`src/design/wwdc_pkg.sv`:
```
package wwdc_pkg;
    localparam logic [7:0]  WWDC_SERVICE_CODE = 8'hac;
    localparam logic [7:0]  WWDC_READ_OPEN    = 8'h9a;
    localparam logic [7:0]  WWDC_READ_CLOSED  = 8'h1a;
    localparam int          WWDC_CNT_W        = 17;
    localparam logic [16:0] WWDC_CNT_RESET    = 17'h00000;
    // low-speed oscillator nominal 240 kHz against a 50 MHz system clock
    localparam int          WWDC_CLK_HZ       = 50000000;
    localparam int          WWDC_LS_HZ        = 240000;
    localparam int          WWDC_LS_DIV       = WWDC_CLK_HZ / WWDC_LS_HZ;
    localparam logic [7:0]  WWDC_LS_DIV_LAST  = 8'(WWDC_LS_DIV - 1);
    localparam logic [1:0]  WWDC_SEL2_RESET   = 2'h0;

    typedef enum logic [1:0] {
        WWDC_ST_FRESH = 2'b00,
        WWDC_ST_RUN   = 2'b01,
        WWDC_ST_RESET = 2'b10
    } wwdc_state_t;
endpackage : wwdc_pkg

```
`src/design/wwdc_tick_div.sv`:
```
// one-cycle enable per low-speed oscillator period; freezes while the oscillator is halted
module wwdc_tick_div
    import wwdc_pkg::*;
(
    input  wire logic clk,
    input  wire logic rst_n,
    input  wire logic run,
    output logic      tick
);
    logic [7:0] div_reg;
    logic [7:0] div_next;
    wire        at_last = (div_reg == WWDC_LS_DIV_LAST);

    assign div_next = at_last ? 8'h00 : div_reg + 8'h01;
    assign tick     = run && at_last;

    always_ff @(posedge clk or negedge rst_n) begin
        if (!rst_n) begin
            div_reg <= 8'h00;
        end else if (run) begin
            div_reg <= div_next;
        end
    end
endmodule : wwdc_tick_div

```
`src/design/wwdc_ctrl.sv`:
```
module wwdc_ctrl
    import wwdc_pkg::*;
(
    input  wire logic       clk,
    input  wire logic       rst_n,
    input  wire logic       osc_run_option,
    input  wire logic       low_speed_osc_stop,
    input  wire logic       halt_or_stop,
    input  wire logic       flash_self_prog,
    input  wire logic [2:0] overflow_time_sel,
    input  wire logic [1:0] open_period_sel,
    input  wire logic       svc_wr,
    input  wire logic [7:0] svc_wdata,
    output logic [7:0]      svc_rdata,
    output logic            config_illegal,
    output logic            wdt_reset
);
    wwdc_state_t       state_reg, state_next;
    logic [16:0]       cnt_reg, cnt_next;
    logic              pend_reg, pend_next;
    logic              tick;

    // option bit 1 keeps the oscillator alive in sleep modes; flash work never stops it
    wire osc_run = osc_run_option || (!halt_or_stop && !low_speed_osc_stop);
    wire [16:0] limit = (17'h00400 << overflow_time_sel) - 17'h00001;
    // window opens after this fraction of the period: 100/25/50/0 percent -> closed share
    wire [16:0] open_at = (open_period_sel == 2'h3) ? 17'h00000 :
                          (open_period_sel == 2'h2) ? {1'b0, limit[16:1]} :
                          (open_period_sel == 2'h1) ? {2'b00, limit[16:2]} : limit;
    wire        win_open = (cnt_reg >= open_at);
    wire        good_code = (svc_wdata == WWDC_SERVICE_CODE);
    wire        fresh    = (state_reg == WWDC_ST_FRESH);
    wire        svc_ok   = svc_wr && good_code && (fresh || win_open);
    wire        svc_bad  = svc_wr && !svc_ok;
    // cnt_reg == limit is the last count; an accepted service write there still wins over overflow
    wire        overflow = tick && (cnt_reg == limit) && !svc_ok;

    wwdc_tick_div u_div (
        .clk   (clk),
        .rst_n (rst_n),
        .run   (osc_run),
        .tick  (tick)
    );

    assign config_illegal = (overflow_time_sel == 3'h0) && (open_period_sel == 2'h0);
    assign svc_rdata      = win_open ? WWDC_READ_OPEN : WWDC_READ_CLOSED;
    assign pend_next      = (pend_reg || svc_bad) && !tick;
    assign cnt_next = svc_ok ? WWDC_CNT_RESET :
                      tick   ? cnt_reg + 17'h00001 : cnt_reg;

    always_comb begin
        state_next = state_reg;
        unique case (state_reg)
            WWDC_ST_FRESH,
            WWDC_ST_RUN: begin
                if (overflow || (tick && (pend_reg || svc_bad))) begin
                    state_next = WWDC_ST_RESET;
                end else if (svc_ok) begin
                    state_next = WWDC_ST_RUN;
                end
            end
            WWDC_ST_RESET: state_next = WWDC_ST_RESET;
            default:       state_next = WWDC_ST_RESET;
        endcase
    end

    always_ff @(posedge clk or negedge rst_n) begin
        if (!rst_n) begin
            state_reg <= WWDC_ST_FRESH;
            cnt_reg   <= WWDC_CNT_RESET;
            pend_reg  <= 1'b0;
        end else begin
            state_reg <= state_next;
            cnt_reg   <= cnt_next;
            pend_reg  <= pend_next;
        end
    end

    // held until system reset clears the block
    always_ff @(posedge clk or negedge rst_n) begin
        if (!rst_n) begin
            wdt_reset <= 1'b0;
        end else begin
            wdt_reset <= (state_next == WWDC_ST_RESET);
        end
    end

    hold_stop_a: assert property (@(posedge clk) disable iff (!rst_n)
        (!osc_run_option && halt_or_stop && !svc_wr) |=> $stable(cnt_reg))
        else $error("count moved while stopped");
    osc_stop_a: assert property (@(posedge clk) disable iff (!rst_n)
        (!osc_run_option && low_speed_osc_stop && !svc_wr && cnt_reg != 17'h0) |=> cnt_reg != 17'h0)
        else $error("count cleared while oscillator stopped");
    flash_run_a: assert property (@(posedge clk) disable iff (!rst_n)
        (flash_self_prog && !halt_or_stop && !low_speed_osc_stop) |-> osc_run)
        else $error("count clock stopped during flash work");
    first_svc_a: assert property (@(posedge clk) disable iff (!rst_n)
        (fresh && svc_wr && good_code && !overflow && !wdt_reset && !pend_reg) |=> (cnt_reg == 17'h0 && !wdt_reset))
        else $error("first service write did not clear");
    bad_code_a: assert property (@(posedge clk) disable iff (!rst_n)
        (svc_wr && !good_code && tick) |=> wdt_reset)
        else $error("bad code did not reset");
    read_code_a: assert property (@(posedge clk) disable iff (!rst_n)
        svc_rdata != WWDC_SERVICE_CODE && svc_rdata[6:0] == 7'h1a)
        else $error("bad read value");
    last_count_a: assert property (@(posedge clk) disable iff (!rst_n)
        (cnt_reg == limit && svc_ok && !wdt_reset && !pend_reg) |=> !wdt_reset && cnt_reg == 17'h0)
        else $error("last-count service failed");
    closed_svc_a: assert property (@(posedge clk) disable iff (!rst_n)
        (!fresh && svc_wr && !win_open && osc_run) |=> ##[0:300] wdt_reset)
        else $error("closed window service not punished");

    // helper logic for assertions only; it adds no behaviour
    logic [7:0]  gap_reg;
    logic [7:0]  gap_next;
    logic [15:0] hold_reg;
    logic [15:0] hold_next;
    wire         stalled = !osc_run_option && (halt_or_stop || low_speed_osc_stop);

    assign gap_next  = tick ? 8'h00 : (osc_run ? gap_reg + 8'h01 : gap_reg);
    // saturates so a very long sleep cannot wrap back to zero
    assign hold_next = (stalled && hold_reg != 16'hffff) ? hold_reg + 16'h0001 :
                       (stalled ? hold_reg : 16'h0000);

    always_ff @(posedge clk or negedge rst_n) begin
        if (!rst_n) begin
            gap_reg  <= 8'h00;
            hold_reg <= 16'h0000;
        end else begin
            gap_reg  <= gap_next;
            hold_reg <= hold_next;
        end
    end

    sticky_rst_a: assert property (@(posedge clk) disable iff (!rst_n)
        wdt_reset
        |=> wdt_reset)
        else $error("internal reset request dropped");

    pend_hold_a: assert property (@(posedge clk) disable iff (!rst_n)
        (pend_reg && !tick)
        |=> pend_reg)
        else $error("deferred reset lost while clock stopped");

    pend_clear_a: assert property (@(posedge clk) disable iff (!rst_n)
        tick
        |=> !pend_reg)
        else $error("deferred reset kept after tick");

    cnt_step_a: assert property (@(posedge clk) disable iff (!rst_n)
        (tick && !svc_ok)
        |=> cnt_reg == $past(cnt_reg) + 17'h00001)
        else $error("count did not advance on tick");

    svc_clear_a: assert property (@(posedge clk) disable iff (!rst_n)
        svc_ok
        |=> cnt_reg == WWDC_CNT_RESET)
        else $error("accepted service did not clear");

    overflow_rst_a: assert property (@(posedge clk) disable iff (!rst_n)
        overflow
        |=> wdt_reset)
        else $error("overflow did not reset");

    no_tick_a: assert property (@(posedge clk) disable iff (!rst_n)
        !osc_run
        |-> !tick)
        else $error("tick while oscillator stopped");

    stall_hold_a: assert property (@(posedge clk) disable iff (!rst_n)
        stalled
        |-> !tick)
        else $error("tick while asleep");

    read_open_a: assert property (@(posedge clk) disable iff (!rst_n)
        win_open
        |-> svc_rdata == WWDC_READ_OPEN)
        else $error("wrong read code in open window");

    read_closed_a: assert property (@(posedge clk) disable iff (!rst_n)
        !win_open
        |-> svc_rdata == WWDC_READ_CLOSED)
        else $error("wrong read code in closed window");

    idle_rst_a: assert property (@(posedge clk) disable iff (!rst_n)
        (!wdt_reset && !svc_wr && !pend_reg && !overflow)
        |=> !wdt_reset)
        else $error("reset without cause");

    tick_gap_a: assert property (@(posedge clk) disable iff (!rst_n)
        tick
        |-> gap_reg == WWDC_LS_DIV_LAST)
        else $error("tick spacing wrong");

    state_legal_a: assert property (@(posedge clk) disable iff (!rst_n)
        1'b1
        |-> state_reg inside {WWDC_ST_FRESH, WWDC_ST_RUN, WWDC_ST_RESET})
        else $error("illegal state code");


    cov_service_c:  cover property (@(posedge clk) disable iff (!rst_n) svc_ok);
    cov_overflow_c: cover property (@(posedge clk) disable iff (!rst_n) overflow);
    cov_deferred_c: cover property (@(posedge clk) disable iff (!rst_n) pend_reg && !osc_run);
    cov_sleep_c:    cover property (@(posedge clk) disable iff (!rst_n) hold_reg == 16'h00ff);
    cov_last_c:     cover property (@(posedge clk) disable iff (!rst_n) svc_ok && cnt_reg == limit);
endmodule : wwdc_ctrl

```
`config.mk`:
```
export PLATFORM = sky130hd
export DESIGN_NAME = wwdc_ctrl
export DESIGN_NICKNAME = d
export VERILOG_FILES = /design/src/design/wwdc_pkg.sv /design/src/design/wwdc_tick_div.sv /design/src/design/wwdc_ctrl.sv
export SDC_FILE = /design/constraint.sdc
export NUM_CORES = 1
export LEC_CHECK = 0
export BUFFER_PORTS_ARGS = -buffer_cell sky130_fd_sc_hd__buf_2
export CAP_MARGIN = 10
export CORE_ASPECT_RATIO = 2
export CORE_MARGIN = 2
export CORE_UTILIZATION = 55
export DETAILED_ROUTE_END_ITERATION = 7
export GPL_TIMING_DRIVEN = 0
export PLACE_DENSITY = 0.84
export SLEW_MARGIN = 20
export SYNTH_ARGS = -nofsm -noshare
export SYNTH_HDL_FRONTEND = slang
export SYNTH_HIERARCHICAL = 1
export SYNTH_SLANG_ARGS = --single-unit
```
`constraint.sdc`:
```
create_clock -name clk -period 5.55 [get_ports clk]
set_clock_uncertainty 0.2 [all_clocks]
set_input_delay 0.8325 -clock clk [delete_from_list [all_inputs] [get_ports clk]]
set_output_delay 0.8325 -clock clk [all_outputs]
set_load 0.05 [all_outputs]
```
==> results_dict.tcl <==
set metrics [dict create \
    utilization 0.6450 \
    wire_per_inst_um 14.82 \
    diodes 0 \
    largest_reg_flops 17 \
    fin_area_sq_um 2771 \
    die_x_um 51.22 \
    synth_top_area_share 0.2959 \
    powerDensity_nw_per_um2 214.7 \
    synth_edf_count 0 \
    placed_cell_area_sq_um 2639 \
    grt_max_degree 30 \
    yosys_warnings 6 \
    track_usage 0.2359 \
    synthAdderAreaFrac 0.1020 \
    p_switching_w 0.0001926 \
    max_freq_mhz 185.7 \
    critPathKind "in -> out" \
    synthArstFlopShare 1.000 \
    combPwrFrac 0.259 \
    cts_max_path_buffers 2 \
    synth_top_flop_cell "dfrtp_1" \
    status "complete, no violations" \
    critPathCaptureType "output pin" \
    cp-start-kind "input port" \
    fin_nets 361 \
    ys_types 61 \
    core_area_sq_um 4297 \
    syn_area_per_cell_sq_um 8.486 \
    gp_congestion 0.7907 \
    postRouteAntennaNets 0 \
    relSlewSlack 0.5604 \
    p_clk_frac 0.298 \
    fin_hold_ws_ns 0.3667 \
    numCtsBuffers 5 \
    boundaryPins 30 \
    drc 0 \
    vias 2193 \
    htreeDepth 2 \
    synth_compound_area_frac 0.1857 \
    dp.final_hpwl_um 4155 \
    hold_path_class "reg -> reg" \
    dr.pass1.iters 4 \
    hold_viol 0 \
    drtIter0Drc 50 \
    areaGrowthSynthToFinish_pct 13.01 \
    wl_um 5557 \
    setup_violations 0 \
    setup_tns_ns 0 \
    p_leak_nw 1.335 \
    synthSimpleGateAreaFrac 0.2362 \
    antenna_found_initial 0 \
    synth_top_cell_by_area "dfrtp_1" \
    maxCapViolations 0 \
    seqPwrFrac 0.443 \
    nFillCells 385 \
    tightest_slew_ns 0.6593 \
    crit_required_ns 4.52 \
    syn-instance-count 289 \
    via_per_inst 5.848 \
    ys_ff_latch 29 \
    start_util 0.5708 \
    fin_crit_sh 0.9705 \
    drive_gt1_frac 0.1869 \
    clock_insertion_delay_worst_skew_ns 0.28 \
    ys_seq_area_frac 0.2959 \
    slew_violations 0 \
    ir_drop_mv 0.2169 \
    grt_pass1_vias 2199 \
    numPortBuffers 20 \
    ys_top_cells_by_area "dfrtp_1 (30%), ha_1 (10%), nor2_1 (4.9%)" \
    dieArea_sq_um 5041 \
    internal-power_w 0.0004024 \
    switching_share 0.3237 \
    tritoncts "done" \
    rows 34 \
    die_h_um 98.43 \
    clkSlewWorstSetupHoldPaths_ns 0.06 \
    cts.root.buffer_cell "clkbuf_8" \
    cts_sinks 29 \
    synthMuxAreaShare 0.01327 \
    synth_top_family_by_area "simple AND/OR/NAND/NOR gates" \
    overflow 0 \
    grt_pass1_wl_um 9328 \
    post-route-min-period_ns 5.386 \
    crit_arrival_ns 4.35 \
    syn_area_sq_um 2452 \
    synth_xor_area_frac 0.08214 \
    crit_fanout 10 \
]
-- cell type report --
| type | count | area (sq um) | area share |
|---|---|---|---|
| plain buffers | 24 | 145.1 | 0.05237 |
| clock buffers | 7 | 86.33 | 0.03115 |
| inverters | 16 | 60.06 | 0.02167 |
| multi-input cells | 224 | 1579 | 0.5697 |
| flip-flops and latches | 29 | 725.7 | 0.2619 |
| well taps | 54 | 67.56 | 0.02438 |
| repair buffers | 21 | 107.6 | 0.03883 |
-- worst max-delay path, cell delays in order --
cell and delay [ns]:
buf_2 0.10, buf_2 0.16, buf_4 0.19, nor3_4 0.20, inv_1 0.10, ha_4 0.20
clkbuf_4 0.19, or3_1 0.35, a21oi_1 0.17, a22o_1 0.15, a32oi_1 0.05, ha_1 0.30
a21o_1 0.17, a21o_1 0.17, a221o_1 0.33, a211oi_4 0.29, inv_1 0.07, buf_4 0.13
buf_2 0.20
-- metal layers --
layer,up-vias,share of wire,track usage
met2,51,0.58,0.4535
met3,13,0.023,0.03636
met1,1050,0.37,0.2305
met4,0,0.026,0.1154
li1,1079,-,-
met5,-,0,0
-- final timing paths --
path,from,endpoint,slack (ns),cells after the start
worst max-delay path,overflow_time_sel[1],svc_rdata[7],0.16,19
worst max register to register,u_div/div_reg[5]$_DFFE_PN0P_,state_reg[0]$_DFF_PN0_,2.77,10
worst min register to register,u_div/div_reg[2]$_DFFE_PN0P_,u_div/div_reg[2]$_DFFE_PN0P_,0.37,1
worst min-delay path,u_div/div_reg[2]$_DFFE_PN0P_,u_div/div_reg[2]$_DFFE_PN0P_,0.37,1
min in group asynchronous,rst_n,cnt_reg[6]$_DFFE_PN0P_,0.38,1
max in group asynchronous,rst_n,u_div/div_reg[5]$_DFFE_PN0P_,4.34,1
-- cell usage in the layout (no fill, tap or decap), drive strengths merged, types with 3 or more instances in the layout --
master	n
xnor2	12
and3	3
a21o	5
or3	4
o31a	3
nor3	6
nor2	32
a31oi	5
dfrtp	29
ha	20
conb	7
nor2b	4
o21ai	11
a21oi	16
inv	16
nand3	12
nand2	18
nand2b	3
buf	36
xor2	11
clkbuf	16
nand4	10
o22a	3
and4	3
-- kinds of logic after synthesis --
family	after synthesis
xor+xnor	23
mux	3
buf+inv	41
compound gates	65
other cells	2
fa+ha+maj	20
flops	29
simple gates	106
-- timing repair --
action / in CTS / in global routing
pin swaps: 2 / 1
endpoints found under the setup margin: 1 / 1
buffers inserted: 1 / 0
resized for setup: 4 / 10
hold buffers: 0 / 0
-- power groups by stage --
stage | Combinational, W | Sequential (W) | Clock [W]
floorplan | 0.000118 | 0.000261 | 0
global placement | 0.000143 | 0.000265 | 0
detailed placement | 0.000149 | 0.000267 | 0
CTS | 0.000151 | 0.000264 | 0.000181
global route | 0.000171 | 0.000267 | 0.000189
finish | 0.000154 | 0.000264 | 0.000177
-- synthesized netlist by cell type, types with 4 or more instances --
cell type,number
clkbuf_1,11
inv_1,16
xnor2_1,12
nor2b_1,4
a21oi_1,15
ha_1,20
xor2_1,11
buf_4,9
a21o_1,5
buf_2,4
nor2_1,32
or3_1,4
o21ai_0,11
a31oi_1,5
nand2_1,18
nor3_1,6
nand4_1,9
dfrtp_1,29
nand3_1,11
-- stage by stage --
step | worst slack, ns | power [W] | instances
after global routing | -0.005418 | 0.0006266 | 375
after floorplan | 0.3956 | 0.0003790 | 294
after CTS | 0.06688 | 0.0005957 | 375
after detailed placement | -0.4194 | 0.0004168 | 368
final | 0.1636 | 0.0005950 | 375
after global placement | -0.4056 | 0.0004086 | 368
Power figures use the tool's default switching activity.
